`config.mk`:
```
export PLATFORM = sky130hd
export DESIGN_NAME = cbs_balance_ctrl
export DESIGN_NICKNAME = d
export VERILOG_FILES = /design/src/rtl/cbs_pkg.sv /design/src/rtl/cbs_balance_ctrl.sv /design/src/rtl/cbs_tick.sv
export SDC_FILE = /design/constraint.sdc
export NUM_CORES = 2
export LEC_CHECK = 0
export BUFFER_PORTS_ARGS = -buffer_cell sky130_fd_sc_hd__buf_2
export CORE_MARGIN = 10
export CORE_UTILIZATION = 67
export CTS_CLUSTER_SIZE = 30
export DETAILED_ROUTE_END_ITERATION = 16
export GPL_TIMING_DRIVEN = 1
export MAX_ROUTING_LAYER = met4
export PLACE_DENSITY_LB_ADDON = 0.08
export SYNTH_ARGS = -nofsm -noshare
export SYNTH_HDL_FRONTEND = slang
export SYNTH_HIERARCHICAL = 1
export SYNTH_SLANG_ARGS = --single-unit
```
`constraint.sdc`:
```
create_clock -name clk -period 6.91 [get_ports clk]
set_input_delay 2.073 -clock clk [delete_from_list [all_inputs] [get_ports clk]]
set_output_delay 2.073 -clock clk [all_outputs]
set_load 0.02 [all_outputs]
```
`src/rtl/cbs_pkg.sv`:
```
// constants, register map and types for the cell balance and scan controller
// Function
// - manual mode: each drive follows its cell bit
// - timed mode: all drives off when timer expires
// - auto mode: sequenced cycles until charge removed
// - suspend bit: off 10ms before continuous scans
// - auto mode with suspend bit: off 10ms
// - balancing resumes when the scan finishes
// - inhibit command halts, enable command resumes
// - over-range reading saturates at full scale
// - disable bit: no faults, no balancing there
// - disable register 16 bits, inputs 2-14 only
// - readout skips disabled cells entirely
// - setup bit 8 selects internal switches
package cbs_pkg;
	localparam int N_CELLS  = 14;
	localparam int IDX_W    = 4;
	localparam int DIS_W    = 16;
	localparam int ADC_W    = 14;
	localparam int ADDR_W   = 12;
	localparam int DATA_W   = 32;
	// timing: figures in ns, counts derived from the clock period
	localparam int CLK_NS       = 4;
	localparam int MS_NS        = 1000000;
	localparam int SUSPEND_NS   = 10000000;
	localparam int MS_CYC_DEF   = (MS_NS + CLK_NS - 1) / CLK_NS;
	localparam int SUSP_CYC_DEF = (SUSPEND_NS + CLK_NS - 1) / CLK_NS;
	localparam int SCAN_GAP_MS  = 100;
	// register byte offsets
	localparam logic [ADDR_W-1:0] OFF_BAL_SETUP  = 12'h000;
	localparam logic [ADDR_W-1:0] OFF_BAL_TIME   = 12'h004;
	localparam logic [ADDR_W-1:0] OFF_AUTO_DELTA = 12'h008;
	localparam logic [ADDR_W-1:0] OFF_AUTO_CYCLE = 12'h00c;
	localparam logic [ADDR_W-1:0] OFF_COMMAND    = 12'h010;
	localparam logic [ADDR_W-1:0] OFF_STATUS     = 12'h014;
	localparam logic [ADDR_W-1:0] OFF_CELL_DATA  = 12'h018;
	localparam logic [ADDR_W-1:0] OFF_CELL_DIS   = 12'h040;
	// balance setup fields
	localparam int SET_MODE_LO = 0;
	localparam int SET_SUSPEND = 4;
	localparam int SET_CONT    = 5;
	localparam int SET_INTERNAL_BALANCE_SELECT    = 8;
	localparam int SET_CELL_LO = 16;
	localparam logic [DATA_W-1:0] SET_MASK  = 32'h3fff_0133;
	localparam logic [DIS_W-1:0]  DIS_WMASK = 16'h7ffc;
	// command bits
	localparam int CMD_START   = 0;
	localparam int CMD_INHIBIT = 1;
	localparam int CMD_ENABLE  = 2;
	localparam int CMD_SCAN    = 3;
	localparam int CMD_STOP    = 4;
	// cell data word
	localparam int RD_IDX_LO = 16;
	localparam int RD_VALID  = 31;
	localparam logic [ADC_W-1:0]   FULL_SCALE = 14'h3fff;
	localparam logic [IDX_W-1:0]   IDX_NONE   = 4'hf;
	localparam logic [IDX_W-1:0]   IDX_LAST   = 4'hd;
	localparam logic [N_CELLS-1:0] PHASE0_MASK = 14'h1555;
	localparam logic [1:0] RESP_OKAY   = 2'h0;
	localparam logic [1:0] RESP_SLVERR = 2'h2;

	typedef enum logic [1:0] {
		MODE_OFF    = 2'h0,
		MODE_MANUAL = 2'h1,
		MODE_TIMED  = 2'h2,
		MODE_AUTO   = 2'h3
	} cbs_mode_e;

	// gray order along idle -> suspend -> convert -> gap
	typedef enum logic [1:0] {
		SC_IDLE = 2'b00,
		SC_SUSP = 2'b01,
		SC_CONV = 2'b11,
		SC_GAP  = 2'b10
	} cbs_scan_e;
endpackage

```
`src/rtl/cbs_balance_ctrl.sv`:
```
// cell balance control, scan sequencing and readout behind an axi4-lite slave
`timescale 1ns/100ps
module cbs_balance_ctrl #(
	parameter int MS_CYC   = cbs_pkg::MS_CYC_DEF,
	parameter int SUSP_CYC = cbs_pkg::SUSP_CYC_DEF
) (
	// clock and reset
	input  wire logic                          clk,
	input  wire logic                          nrst,
	// axi4-lite write channels
	input  wire logic [cbs_pkg::ADDR_W-1:0]    awaddr,
	input  wire logic                          awvalid,
	output logic                               awready,
	input  wire logic [cbs_pkg::DATA_W-1:0]    wdata,
	input  wire logic [3:0]                    wstrb,
	input  wire logic                          wvalid,
	output logic                               wready,
	output logic [1:0]                         bresp,
	output logic                               bvalid,
	input  wire logic                          bready,
	// axi4-lite read channels
	input  wire logic [cbs_pkg::ADDR_W-1:0]    araddr,
	input  wire logic                          arvalid,
	output logic                               arready,
	output logic [cbs_pkg::DATA_W-1:0]         rdata,
	output logic [1:0]                         rresp,
	output logic                               rvalid,
	input  wire logic                          rready,
	// converter
	output logic                               convStart,
	output logic [cbs_pkg::IDX_W-1:0]          convCell,
	input  wire logic                          convDone,
	input  wire logic [cbs_pkg::ADC_W:0]       convData,
	// balance drives and switch select
	output logic [cbs_pkg::N_CELLS-1:0]        balanceDriveOutput,
	output logic                               internalBalanceSelect,
	// per-input fault detection enables
	output logic [cbs_pkg::N_CELLS:0]          cellFaultCheckEn
);
	import cbs_pkg::*;

	logic [DATA_W-1:0] setup_q;
	logic [15:0]       balTime_q, autoDelta_q, autoCycle_q;
	logic [DIS_W-1:0]  cellDis_q;
	logic              awHeld_q, wHeld_q, bvalid_q, rvalid_q;
	logic [ADDR_W-1:0] awAddr_q;
	logic [DATA_W-1:0] wData_q, rdata_q;
	logic [3:0]        wStrb_q;
	logic [1:0]        bresp_q, rresp_q;
	logic              inhibit_q, susp_q, timedRun_q, autoRun_q, phase_q, convPend_q;
	logic [15:0]       timeLeft_q, autoMs_q;
	logic [7:0]        gapMs_q;
	cbs_scan_e         scan_q;
	logic [IDX_W-1:0]  scanIdx_q, rdPtr_q;
	logic [N_CELLS-1:0] drive_q;
	logic [ADC_W-1:0]  cellMem_q [N_CELLS];
	logic [15:0]       charge_q [N_CELLS];

	// merge a write under its byte strobes
	function automatic logic [DATA_W-1:0] applyStrb(input logic [DATA_W-1:0] old,
			input logic [DATA_W-1:0] nw, input logic [3:0] strb);
		logic [DATA_W-1:0] r;
		r = old;
		for (int b = 0; b < 4; b++) begin
			if (strb[b]) begin
				r[b*8 +: 8] = nw[b*8 +: 8];
			end
		end
		return r;
	endfunction

	// first enabled cell at or after a start index
	function automatic logic [IDX_W-1:0] nextCell(input logic [N_CELLS-1:0] en,
			input logic [IDX_W-1:0] from);
		logic [IDX_W-1:0] r;
		r = IDX_NONE;
		for (int i = N_CELLS - 1; i >= 0; i--) begin
			if (en[i] && IDX_W'(i) >= from) begin
				r = IDX_W'(i);
			end
		end
		return r;
	endfunction

	// decoded fields
	cbs_mode_e          mode;
	logic [N_CELLS-1:0] cellBits, cellEn;
	logic               suspBit, contBit;
	assign mode     = cbs_mode_e'(setup_q[SET_MODE_LO +: 2]);
	assign cellBits = setup_q[SET_CELL_LO +: N_CELLS];
	assign suspBit  = setup_q[SET_SUSPEND];
	assign contBit  = setup_q[SET_CONT];
	assign cellEn   = ~cellDis_q[N_CELLS:1];
	assign internalBalanceSelect = setup_q[SET_INTERNAL_BALANCE_SELECT];
	assign cellFaultCheckEn = ~cellDis_q[N_CELLS:0];

	// write path: address and data taken in either order
	logic doWrite, doRead;
	assign awready = !awHeld_q && !bvalid_q;
	assign wready  = !wHeld_q && !bvalid_q;
	assign doWrite = awHeld_q && wHeld_q && !bvalid_q;
	assign arready = !rvalid_q;
	assign doRead  = arvalid && arready;
	assign bvalid  = bvalid_q;
	assign bresp   = bresp_q;
	assign rvalid  = rvalid_q;
	assign rdata   = rdata_q;
	assign rresp   = rresp_q;

	always_ff @(posedge clk or negedge nrst) begin
		if (!nrst) begin
			awHeld_q <= 1'b0;
			wHeld_q  <= 1'b0;
			awAddr_q <= '0;
			wData_q  <= '0;
			wStrb_q  <= '0;
		end else begin
			if (awvalid && awready) begin
				awHeld_q <= 1'b1;
				awAddr_q <= awaddr;
			end else if (doWrite) begin
				awHeld_q <= 1'b0;
			end
			if (wvalid && wready) begin
				wHeld_q <= 1'b1;
				wData_q <= wdata;
				wStrb_q <= wstrb;
			end else if (doWrite) begin
				wHeld_q <= 1'b0;
			end
		end
	end

	logic wrMapped;
	always_comb begin
		case (awAddr_q)
			OFF_BAL_SETUP, OFF_BAL_TIME, OFF_AUTO_DELTA, OFF_AUTO_CYCLE,
			OFF_COMMAND, OFF_CELL_DATA, OFF_CELL_DIS: wrMapped = 1'b1;
			default: wrMapped = 1'b0;
		endcase
	end

	// write response, slverr for holes in the map
	always_ff @(posedge clk or negedge nrst) begin
		if (!nrst) begin
			bvalid_q <= 1'b0;
			bresp_q  <= RESP_OKAY;
		end else if (doWrite) begin
			bvalid_q <= 1'b1;
			bresp_q  <= wrMapped ? RESP_OKAY : RESP_SLVERR;
		end else if (bready) begin
			bvalid_q <= 1'b0;
		end
	end

	// software registers; reset leaves every mode off
	logic [DATA_W-1:0] wMerged;
	logic [DATA_W-1:0] wTime, wDelta, wCycle, wDis;
	assign wMerged = applyStrb('0, wData_q, wStrb_q);
	// strobe-merged values of the 16-bit registers; a zero time is stored as written
	assign wTime   = applyStrb({16'h0, balTime_q}, wData_q, wStrb_q);
	assign wDelta  = applyStrb({16'h0, autoDelta_q}, wData_q, wStrb_q);
	assign wCycle  = applyStrb({16'h0, autoCycle_q}, wData_q, wStrb_q);
	assign wDis    = applyStrb({16'h0, cellDis_q}, wData_q, wStrb_q);
	always_ff @(posedge clk or negedge nrst) begin
		if (!nrst) begin
			setup_q     <= '0;
			balTime_q   <= '0;
			autoDelta_q <= '0;
			autoCycle_q <= '0;
			cellDis_q   <= '0;
		end else if (doWrite) begin
			case (awAddr_q)
				OFF_BAL_SETUP:  setup_q <= applyStrb(setup_q, wData_q, wStrb_q) & SET_MASK;
				OFF_BAL_TIME:   balTime_q   <= wTime[15:0];
				OFF_AUTO_DELTA: autoDelta_q <= wDelta[15:0];
				OFF_AUTO_CYCLE: autoCycle_q <= wCycle[15:0];
				// inputs 0, 1 and bit 15 never stick
				OFF_CELL_DIS:   cellDis_q   <= wDis[15:0] & DIS_WMASK;
				default: ;
			endcase
		end
	end

	// command pulses
	logic cmdWr, cmdStart, cmdInhibit, cmdEnable, cmdScan, cmdStop;
	assign cmdWr      = doWrite && awAddr_q == OFF_COMMAND;
	assign cmdStart   = cmdWr && wMerged[CMD_START];
	assign cmdInhibit = cmdWr && wMerged[CMD_INHIBIT];
	assign cmdEnable  = cmdWr && wMerged[CMD_ENABLE];
	assign cmdScan    = cmdWr && wMerged[CMD_SCAN];
	assign cmdStop    = cmdWr && wMerged[CMD_STOP];

	// millisecond base restarts on start so durations are whole
	logic msTick, suspTick, suspEnter;
	cbs_tick #(.CYC(MS_CYC)) uMs (
		.clk     (clk),
		.nrst    (nrst),
		.restart (cmdStart),
		.tick    (msTick)
	);
	cbs_tick #(.CYC(SUSP_CYC)) uSusp (
		.clk     (clk),
		.nrst    (nrst),
		.restart (suspEnter),
		.tick    (suspTick)
	);

	// inhibit wins over enable when both arrive together
	always_ff @(posedge clk or negedge nrst) begin
		if (!nrst) begin
			inhibit_q <= 1'b0;
		end else if (cmdInhibit) begin
			inhibit_q <= 1'b1;
		end else if (cmdEnable) begin
			inhibit_q <= 1'b0;
		end
	end

	// timed run
	always_ff @(posedge clk or negedge nrst) begin
		if (!nrst) begin
			timedRun_q <= 1'b0;
			timeLeft_q <= '0;
		end else if (cmdStop || mode != MODE_TIMED) begin
			timedRun_q <= 1'b0;
		end else if (cmdStart) begin
			timedRun_q <= balTime_q != 16'h0;
			timeLeft_q <= balTime_q;
		end else if (timedRun_q && msTick) begin
			timeLeft_q <= timeLeft_q - 1'b1;
			if (timeLeft_q == 16'h1) begin
				timedRun_q <= 1'b0;
			end
		end
	end

	// auto run: alternate odd and even cells so neighbours never drain together
	logic [N_CELLS-1:0] reached, autoMask;
	logic               autoDone;
	assign autoMask = (phase_q ? ~PHASE0_MASK : PHASE0_MASK) & ~reached;
	assign autoDone = &(reached | ~(cellBits & cellEn));
	always_ff @(posedge clk or negedge nrst) begin
		if (!nrst) begin
			autoRun_q <= 1'b0;
			phase_q   <= 1'b0;
			autoMs_q  <= '0;
		end else if (cmdStop || mode != MODE_AUTO) begin
			autoRun_q <= 1'b0;
		end else if (cmdStart) begin
			autoRun_q <= 1'b1;
			phase_q   <= 1'b0;
			autoMs_q  <= '0;
		end else if (autoRun_q) begin
			if (autoDone) begin
				autoRun_q <= 1'b0;
			end else if (msTick) begin
				if (autoMs_q + 1'b1 >= autoCycle_q) begin
					autoMs_q <= '0;
					phase_q  <= !phase_q;
				end else begin
					autoMs_q <= autoMs_q + 1'b1;
				end
			end
		end
	end

	// removed charge per cell in drive-milliseconds
	for (genvar i = 0; i < N_CELLS; i++) begin : gCharge
		assign reached[i] = charge_q[i] >= autoDelta_q;
		always_ff @(posedge clk or negedge nrst) begin
			if (!nrst) begin
				charge_q[i] <= '0;
			end else if (cmdStart && mode == MODE_AUTO) begin
				charge_q[i] <= '0;
			end else if (autoRun_q && msTick && drive_q[i]) begin
				charge_q[i] <= charge_q[i] + 1'b1;
			end
		end
	end

	// scan sequencer with optional quiet period ahead of conversions
	logic suspApply, scanReq, scanEnd;
	assign suspApply = suspBit && mode != MODE_OFF && (contBit || mode == MODE_AUTO);
	assign scanReq   = cmdScan || contBit;
	assign scanEnd   = scan_q == SC_CONV && convDone && convPend_q && scanIdx_q == IDX_LAST;
	assign suspEnter = scan_q == SC_IDLE && scanReq && suspApply;
	always_ff @(posedge clk or negedge nrst) begin
		if (!nrst) begin
			scan_q     <= SC_IDLE;
			susp_q     <= 1'b0;
			scanIdx_q  <= '0;
			convPend_q <= 1'b0;
			gapMs_q    <= '0;
		end else begin
			case (scan_q)
				SC_IDLE: begin
					scanIdx_q <= '0;
					if (suspEnter) begin
						scan_q <= SC_SUSP;
						susp_q <= 1'b1;
					end else if (scanReq) begin
						scan_q <= SC_CONV;
					end
				end
				SC_SUSP: if (suspTick) begin
					scan_q <= SC_CONV;
				end
				SC_CONV: begin
					if (!convPend_q) begin
						convPend_q <= 1'b1;
					end else if (convDone) begin
						convPend_q <= 1'b0;
						scanIdx_q  <= scanIdx_q + 1'b1;
						if (scanIdx_q == IDX_LAST) begin
							susp_q  <= 1'b0;
							gapMs_q <= '0;
							scan_q  <= contBit ? SC_GAP : SC_IDLE;
						end
					end
				end
				SC_GAP: begin
					if (!contBit || gapMs_q == 8'(SCAN_GAP_MS)) begin
						scan_q <= SC_IDLE;
					end else if (msTick) begin
						gapMs_q <= gapMs_q + 1'b1;
					end
				end
				default: scan_q <= SC_IDLE;
			endcase
		end
	end
	assign convStart = scan_q == SC_CONV && !convPend_q;
	assign convCell  = scanIdx_q;

	// results saturate instead of wrapping
	logic [ADC_W-1:0] sample;
	assign sample = convData[ADC_W] ? FULL_SCALE : convData[ADC_W-1:0];
	always_ff @(posedge clk) begin
		if (scan_q == SC_CONV && convPend_q && convDone) begin
			cellMem_q[scanIdx_q] <= sample;
		end
	end

	// drive select, then gating by inhibit, quiet period and disables
	logic [N_CELLS-1:0] modeDrive, driveD;
	always_comb begin
		case (mode)
			MODE_MANUAL: modeDrive = cellBits;
			MODE_TIMED:  modeDrive = timedRun_q ? cellBits : '0;
			MODE_AUTO:   modeDrive = autoRun_q ? (cellBits & autoMask) : '0;
			default:     modeDrive = '0;
		endcase
		// quiet period starts with the entry edge so it spans the full suspend count
		driveD = (inhibit_q || susp_q || suspEnter) ? '0 : (modeDrive & cellEn);
	end
	always_ff @(posedge clk or negedge nrst) begin
		if (!nrst) begin
			drive_q <= '0;
		end else begin
			drive_q <= driveD;
		end
	end
	assign balanceDriveOutput = drive_q;

	// read side; a cell data read hands out the next enabled cell only
	logic [IDX_W-1:0] rdIdx;
	assign rdIdx = nextCell(cellEn, rdPtr_q);
	always_ff @(posedge clk or negedge nrst) begin
		if (!nrst) begin
			rvalid_q <= 1'b0;
			rdata_q  <= '0;
			rresp_q  <= RESP_OKAY;
			rdPtr_q  <= '0;
		end else begin
			if (scanEnd || (doWrite && awAddr_q == OFF_CELL_DATA)) begin
				rdPtr_q <= '0;
			end
			if (doRead) begin
				rvalid_q <= 1'b1;
				rresp_q  <= RESP_OKAY;
				rdata_q  <= '0;
				case (araddr)
					OFF_BAL_SETUP:  rdata_q <= setup_q;
					OFF_BAL_TIME:   rdata_q <= {16'h0, balTime_q};
					OFF_AUTO_DELTA: rdata_q <= {16'h0, autoDelta_q};
					OFF_AUTO_CYCLE: rdata_q <= {16'h0, autoCycle_q};
					OFF_COMMAND:    rdata_q <= '0;
					OFF_STATUS:     rdata_q <= {16'h0, timeLeft_q[7:0], autoDone, phase_q,
							autoRun_q, timedRun_q, susp_q, inhibit_q, scan_q};
					OFF_CELL_DIS:   rdata_q <= {16'h0, cellDis_q};
					OFF_CELL_DATA: if (rdIdx != IDX_NONE) begin
						rdata_q[RD_VALID] <= 1'b1;
						rdata_q[RD_IDX_LO +: IDX_W] <= rdIdx + 1'b1;
						rdata_q[ADC_W-1:0] <= cellMem_q[rdIdx];
						rdPtr_q <= rdIdx + 1'b1;
					end
					default: rresp_q <= RESP_SLVERR;
				endcase
			end else if (rready) begin
				rvalid_q <= 1'b0;
			end
		end
	end

	// checks
	chk_manual_drive: assert property (@(posedge clk) disable iff (!nrst)
		(mode == MODE_MANUAL && !inhibit_q && !susp_q && !suspEnter)
		|=> balanceDriveOutput == $past(cellBits & cellEn))
		else $error("manual drive does not follow cell bits");
	chk_timed_stop: assert property (@(posedge clk) disable iff (!nrst)
		$fell(timedRun_q) |=> balanceDriveOutput == '0)
		else $error("drives still on after timer expiry");
	chk_auto_alternate: assert property (@(posedge clk) disable iff (!nrst)
		$past(mode == MODE_AUTO) |-> (balanceDriveOutput & (balanceDriveOutput >> 1)) == '0)
		else $error("adjacent cells drained together");
	chk_quiet_before: assert property (@(posedge clk) disable iff (!nrst)
		scan_q == SC_SUSP ##1 scan_q == SC_CONV |-> balanceDriveOutput == '0)
		else $error("drive on at start of conversion");
	chk_auto_suspend: assert property (@(posedge clk) disable iff (!nrst)
		(scan_q == SC_IDLE && cmdScan && suspBit && mode == MODE_AUTO)
		|=> scan_q == SC_SUSP ##1 balanceDriveOutput == '0)
		else $error("auto mode did not suspend ahead of scan");
	chk_resume_after: assert property (@(posedge clk) disable iff (!nrst)
		scanEnd |=> !susp_q)
		else $error("suspension kept after scan end");
	chk_inhibit_off: assert property (@(posedge clk) disable iff (!nrst)
		cmdInhibit |=> ##1 balanceDriveOutput == '0)
		else $error("drive on after inhibit");
	chk_saturate: assert property (@(posedge clk) disable iff (!nrst)
		(scan_q == SC_CONV && convPend_q && convDone && convData[ADC_W])
		|=> cellMem_q[$past(scanIdx_q)] == FULL_SCALE)
		else $error("over-range reading not saturated");
	chk_disabled_idle: assert property (@(posedge clk) disable iff (!nrst)
		##1 (balanceDriveOutput & $past(~cellEn)) == '0)
		else $error("disabled cell balanced");
	chk_fixed_inputs: assert property (@(posedge clk) disable iff (!nrst)
		(cellDis_q & ~DIS_WMASK) == '0)
		else $error("input 0, 1 or bit 15 disabled");
	chk_skip_disabled: assert property (@(posedge clk) disable iff (!nrst)
		(doRead && araddr == OFF_CELL_DATA && rdIdx != IDX_NONE) |-> cellEn[rdIdx])
		else $error("readout of a disabled cell");
endmodule

```
`src/rtl/cbs_tick.sv`:
```
// restartable divider giving a one-cycle enable every CYC clocks
`timescale 1ns/100ps
module cbs_tick #(
	parameter int CYC = 250000
) (
	// clock and reset
	input  wire logic clk,
	input  wire logic nrst,
	// control and output
	input  wire logic restart,
	output logic      tick
);
	localparam int W = $clog2(CYC + 1);
	localparam logic [W-1:0] LAST = W'(CYC - 1);

	logic [W-1:0] cnt_q;

	// restart realigns the period so a waited time is exact
	always_ff @(posedge clk or negedge nrst) begin
		if (!nrst) begin
			cnt_q <= '0;
		end else if (restart || cnt_q == LAST) begin
			cnt_q <= '0;
		end else begin
			cnt_q <= cnt_q + 1'b1;
		end
	end

	assign tick = !restart && (cnt_q == LAST);
endmodule

```
# Yosys cells after proc, flatten, opt, wreduce, memory -nomap -nowiden
# Memories as Yosys holds them, arrays and structs flattened.
# Cells that the tools add are included.
# Widths: inputs -> output; s select.
# word_totals
ff_bits	500
ramBits	196
out_inout_bits	76
word_cells	403
mem_count	1
# classes
add_sub_neg	21
n_lt_le_gt_ge	29
eq_ne	37
mux	122
bitwise_logic	11
n_reduce_logical	131
# mem_list
name	depth	word_bits	read_ports	rd_ports_with_merged_regs	write_ports	line_no	source
cellMem_q	14	14	1	0	1	cbs_balance_ctrl.sv:56	logic [ADC_W-1:0] cellMem_q [N_CELLS];
# op_table
op	n
$mux 16	35
$add 16x1->16 const B	15
$ge 16x16->1	15
$pmux 14 s7	1
$mux 14	6
$mux 4	20
$eq 12x5->1 const B	5
$logic_and 1x1->1	57
$and 14x14->14	4
$reduce_bool 2->1	26
$eq 12x4->1 const B	4
$not 14->14	3
$pmux 14 s3	1
$mux 8	5
$reduce_and 3->1	13
$mux 1	33
$eq 12x3->1 const B	2
$eq 12x7->1 const B	2
$ge 4x4->1 const A	6
$logic_not 12->1	2
$add 22x1->22 const B	1
$eq 22x22->1 const B	1
$mux 2	11
$mux 22	1
other kinds (40)	82

# Depth between registers and ports, before layout
# logic_depth
word_depth	20
mapped_depth	16

# Cells and area by module
# Netlist, hierarchy kept.
# by_module_without_submodules
module	instances	cells_per_inst	area_per_inst_um2	seq_area_each_um2
cbs_balance_ctrl	1	3398	34954.8	17321.6
cbs_tick at uSusp	1	119	1152.4	550.5
cbs_tick at uMs	1	95	945.9	450.4

# Worst setup path after synthesis
# OpenSTA, ideal clock, no wires.
# synth_path
path_type	input -> register
from	in araddr[9] in the netlist's numbering
to	reg rdata_q[12] (netlist: rdata[12])
setup_ns	0.094
arrival_ns	3.913
path_slack_ns	2.903
stages	9
path_cell_list	or4_1 nor3_2 and3_1 clkbuf_1 buf_2 a222oi_1 nand3_1 a41oi_1 a211oi_1
# synth_between
elab_chain_cells	2
# synth_rtl
item	line_no	source
start, declared	cbs_balance_ctrl.sv:22	input wire logic [cbs_pkg::ADDR_W-1:0] araddr,
$eq 12x5->1, or another cell as far along	cbs_balance_ctrl.sv:383	case (araddr)
$pmux 14 s7 (*)	cbs_balance_ctrl.sv:383	
end signal, assigned	cbs_balance_ctrl.sv:384	OFF_BAL_SETUP: rdata_q <= setup_q;
end signal, assigned	cbs_balance_ctrl.sv:385	OFF_BAL_TIME: rdata_q <= {16'h0, balTime_q};
end signal, assigned	cbs_balance_ctrl.sv:386	OFF_AUTO_DELTA: rdata_q <= {16'h0, autoDelta_q};
end, declared	cbs_balance_ctrl.sv:47	logic [DATA_W-1:0] wData_q, rdata_q;
# Mark *: on every way between the ends. The rest lies on a longest branch, timed or not.
# A chain may end at the register's enable or synchronous reset.

# Worst setup path after layout
# layout_path
from	reg autoDelta_q[10]
to	reg autoMs_q[7]
# layout_between
elab_chain_cells	5
# layout_rtl
item	line_no	source
start, declared	cbs_balance_ctrl.sv:43	logic [15:0] balTime_q, autoDelta_q, autoCycle_q;
start signal, assigned	cbs_balance_ctrl.sv:176	OFF_AUTO_DELTA: autoDelta_q <= wDelta[15:0];
$ge 16x16->1	cbs_balance_ctrl.sv:270	assign reached[i] = charge_q[i] >= autoDelta_q;
$or 14x14->14 (*)	cbs_balance_ctrl.sv:242	assign autoDone = &(reached | ~(cellBits & cellEn));
$reduce_and 14->1 (*)	cbs_balance_ctrl.sv:242	
$ne 2x2->1 (no line) (*)	--	
$reduce_and 4->1 (no line) (*)	--	
end signal, assigned	cbs_balance_ctrl.sv:262	autoMs_q <= autoMs_q + 1'b1;
end, declared	cbs_balance_ctrl.sv:51	logic [15:0] timeLeft_q, autoMs_q;
# Marks and branches as above.

==> out/summary.md <==
The run finished with clean final reports. Using the TritonRoute via totals, the vias-per-cell ratio works out to 6.55. For the number of nets still failing antenna checks after routing, the log shows 0. CTS built an H-tree with a depth of 3. The number of enable flip-flop cells after synthesis came out at 196. The number of global-route vias before repair was 29.0k; the routed length per placed instance was 23.9 um. The average cell area after synthesis works out to 10.3 sq um.

Count of mapped cells out of synthesis: 3612. TritonCTS built the clock tree. The sum of negative setup slack is 0 ps, and the placement-stage worst setup slack is 2060 ps.

The tools report the post-synthesis instance area as 37100 sq um. The placed instances occupy a cell area of 38400 sq um. The share of flip-flops with an asynchronous set or reset was 0.717. The worst hold path passes through 2 cells.

The clock insertion delay at the later pin of the skew report is 660 ps. The number of placement rows came out at 86. The fmax came out at 199 MHz.

The die covers 65100 sq um. The all-layer global routing usage was 0.340. The final worst slack was 1900 ps. The run gives 0.0777 as the met3 layer usage reported by global route. Initial antenna violation count: 0.

Setup violations remaining at the end of the flow were counted as 0. Die extent in x: 255 um. The logs give 3 for the largest buffer count on any clock path and 29.5k for the vias after detailed routing. The launching element type of the critical path was a flop.

The required time of the critical path is 7440 ps. The reg-to-reg critical path endpoint is autoMs_q[7]. The share of layout cells above drive strength 1 was 0.120; the area of the core region was 54900 sq um. The tree is rooted in a sky130_fd_sc_hd__clkbuf_16. Final period utilization: 0.726. Setup repair after global routing left no endpoint under its margin. The path with the worst hold slack has its endpoint at rdata[29]. Summing all non-filler instances in the final layout gives an area of 40900 sq um. In this run, post-CTS repair resized a total of 0 instances. Post-placement cell count: 4364. Once the clock tree was built, the setup fixing pass inserted 0 buffers.

The last weighted congestion value of the routability-driven placer was 1.04; the number of cells traversed by the worst register-to-register path was 12. Endpoint type of the worst setup path: a flop. The critical setup path kind is reg2reg.

Across the run, the number of max-cap violations was 0. The tools report the startpoint of the worst hold path as rdata[29]. The portion of the post-synthesis area used by sequential elements came out at 0.494. The run gives 159 as the total I/O pin count.

Global routing finished with a remaining overflow of 0. Along the worst path, the maximum fanout reaches 16. The run gives 127 as the pin count of the biggest net entering global routing. The worst slew margin relative to its limit is 0.158. From synthesis to final layout, the design area changed by 10.4%. In the layout the commonest cells are 497 x sky130_fd_sc_hd__dfrtp_1, 402 x sky130_fd_sc_hd__nand2_1, 363 x sky130_fd_sc_hd__nor2_1.

Number of hold-slack violations in the final timing report: 0. Leading cell type in the layout, fill and taps excluded: sky130_fd_sc_hd__dfrtp_1. Overall routed net length: 108000 um.

The initial core utilization was 0.675. The detailed router finished its first iteration with 2917 violations. The logs give 6 for the count of synthesis-stage warnings from yosys and 92 for the unique cell type count in the Yosys netlist. In this run, CTS created clock tree buffers numbering 74. Dividing total power by cell area gives a power density of 234 nW/um^2. Total of fill cells in the finished design: 3728. Summed over all cells, the static leakage comes to 0.0183 uW. In this run the critical register-to-register path is launched from autoDelta_q[10]. The layer flagged by global routing as most heavily used is met2.

The first detailed-routing pass took 7 iterations. The synthesized design contains 693 register bits. After clock tree synthesis, the clock-pin slew on the worst setup and hold paths is 70 ps.

Counting every sink on the clock net gives 693. The run gives 0 as the number of slew-limit violations in the final report. The global-route wire length before repair is 166000 um, and the shortest period the worst path allows is 5010 ps.

Met1 usage: 0.427. The die span in y is 255 um, and the total half-perimeter wirelength after legalization and detailed placement is 73700 um. In this run the tool buffered the top-level ports with 151 buffer cells. The run gives 224 uV as the maximum vdd drop. For the global routing met2 resource utilization, the log shows 0.520.

The cell that appears most often on the critical path is sky130_fd_sc_hd__a311oi_1. For the final database, setup skew stands at 36.5 ps. For this design, the CTS-stage hold fixing added 0 buffers. In the routed design, unresolved DRC markers number 0. Setup slack on the worst reg-to-reg path comes out at 1900 ps.

The data arrival time at the worst-slack endpoint is 5550 ps. The number of standard cells in the layout, taps in and fillers out is 4494. Walking the worst path, the cells encountered are inv_1, buf_4, ha_1, nand4_1, or3_1, o211ai_1, a311oi_1, a311oi_1, nand4b_1, nor4_4, a21oi_2, a41o_1.

The most used flip-flop cell after synthesis is sky130_fd_sc_hd__dfrtp_1. The class of the tightest hold or removal check is reg2reg. The delay contributed by the slowest stage of the critical path was 830 ps. Cell with the biggest individual delay on the critical path: sky130_fd_sc_hd__nor4_4. The slew of the pin with the lowest slew margin works out to 1250 ps. The number of nets in the finished design was 4085.
[sequential cells by signal, summed over array words and instances (netlist names), 16 cells and up]
| name | flops |
|---|---|
| rdata | 31 |
| cellMem_q | 196 |
| setup_q | 19 |
| charge_q | 224 |
| uSusp/cnt_q | 22 |
| timeLeft_q | 16 |
| autoDelta_q | 16 |
| uMs/cnt_q | 18 |
| balTime_q | 16 |
| autoCycle_q | 16 |
| wData_q | 30 |
| autoMs_q | 16 |
[kinds of logic after synthesis]
| logic type | share of synthesized area |
|---|---|
| XOR/XNOR | 0.0558 |
| AO/OA/AOI/OAI | 0.112 |
| other | 0.000203 |
| flip-flops | 0.494 |
| AND/OR/NAND/NOR | 0.179 |
| buffers and inverters | 0.0313 |
| adder cells (fa/ha/maj) | 0.0898 |
| multiplexers | 0.0367 |
[cell type report]
cell class	count	area, sq um	share of cell area
Multi-Input combinational cell	2640	17600	0.430
Antenna cell	1	2.50	0.0000612
Inverter	131	492	0.0120
Clock inverter	27	397	0.00969
Timing Repair Buffer	196	1130	0.0276
Tap cell	704	881	0.0215
Sequential cell	693	18300	0.448
Clock buffer	102	2100	0.0512
[per-layer routing]
metal  share of wire  vias up
li1                -    13213
met1            0.39    14454
met2            0.46     1470
met3            0.10      313
met4           0.054        0
met5               0        -
[critical path: cells and delay by family, from the launching register on]
kind            cells  cell delay [ps]
buf+inv             2             1030
fa+ha+maj           1              190
compound gates      5             1420
flops               1              380
simple gates        4             1850
[per-stage QoR]
stage | hold WS, ps | util | power [uW]
6_report | 472 | 0.746 | 9580
5_1_grt | 495 | 0.746 | 9860
4_1_cts | 472 | 0.746 | 9570
3_5_place_dp | 460 | 0.700 | 5550
3_3_place_gp | 446 | 0.700 | 5510
2_1_floorplan | 448 | - | 5170
[worst max-delay path by stage]
stage	from	end	slack (ps)	cells after the start
floorplan	araddr[9]	rdata[12]	2900	9
detailed placement	araddr[9]	rdata[8]	2060	8
global route	autoDelta_q[3]	autoMs_q[15]	1870	10
finish	autoDelta_q[10]	autoMs_q[7]	1900	12
global placement	araddr[9]	rdata[8]	2170	8
CTS	autoDelta_q[10]	autoMs_q[11]	2070	12
[where the power goes]
group,leakage [uW],switching [uW],internal (uW)
clock network,0.00121,1740,2340
logic,0.00855,447,304
registers,0.00851,315,4430
[cells in the mapped netlist, types with 13 or more instances]
| library cell | n | area [sq um] |
|---|---|---|
| sky130_fd_sc_hd__clkbuf_1 | 101 | 379 |
| sky130_fd_sc_hd__and4_1 | 22 | 193 |
| sky130_fd_sc_hd__or3_1 | 38 | 238 |
| sky130_fd_sc_hd__a221oi_1 | 13 | 114 |
| sky130_fd_sc_hd__nand2b_1 | 23 | 144 |
| sky130_fd_sc_hd__a222oi_1 | 16 | 160 |
| sky130_fd_sc_hd__buf_1 | 13 | 48.8 |
| sky130_fd_sc_hd__a22oi_1 | 24 | 180 |
| sky130_fd_sc_hd__nor4_1 | 29 | 181 |
| sky130_fd_sc_hd__edfxtp_1 | 196 | 5890 |
| sky130_fd_sc_hd__nor2_1 | 363 | 1360 |
| sky130_fd_sc_hd__buf_2 | 21 | 105 |
| sky130_fd_sc_hd__o21ai_0 | 165 | 826 |
| sky130_fd_sc_hd__a21boi_0 | 13 | 97.6 |
| sky130_fd_sc_hd__o211ai_1 | 17 | 128 |
| sky130_fd_sc_hd__mux2i_1 | 39 | 390 |
| sky130_fd_sc_hd__ha_1 | 266 | 3330 |
| sky130_fd_sc_hd__a21o_1 | 55 | 413 |
| sky130_fd_sc_hd__a211oi_1 | 34 | 255 |
| sky130_fd_sc_hd__a31oi_1 | 17 | 106 |
| sky130_fd_sc_hd__dfrtp_1 | 497 | 12400 |
| sky130_fd_sc_hd__o22ai_1 | 22 | 138 |
| sky130_fd_sc_hd__and2_1 | 26 | 163 |
| sky130_fd_sc_hd__nor3_1 | 39 | 195 |
| sky130_fd_sc_hd__xor2_1 | 162 | 1420 |
| sky130_fd_sc_hd__nand2_1 | 403 | 1510 |
| sky130_fd_sc_hd__a21oi_1 | 148 | 741 |
| sky130_fd_sc_hd__and3_1 | 64 | 400 |
| sky130_fd_sc_hd__inv_1 | 130 | 488 |
| sky130_fd_sc_hd__xnor2_1 | 74 | 648 |
| sky130_fd_sc_hd__nand3_1 | 198 | 991 |
| sky130_fd_sc_hd__nor2b_1 | 24 | 150 |
| sky130_fd_sc_hd__or2_2 | 20 | 125 |
| sky130_fd_sc_hd__mux2_2 | 86 | 968 |
| sky130_fd_sc_hd__nand4_1 | 73 | 457 |
Power figures use the tool's default switching activity.
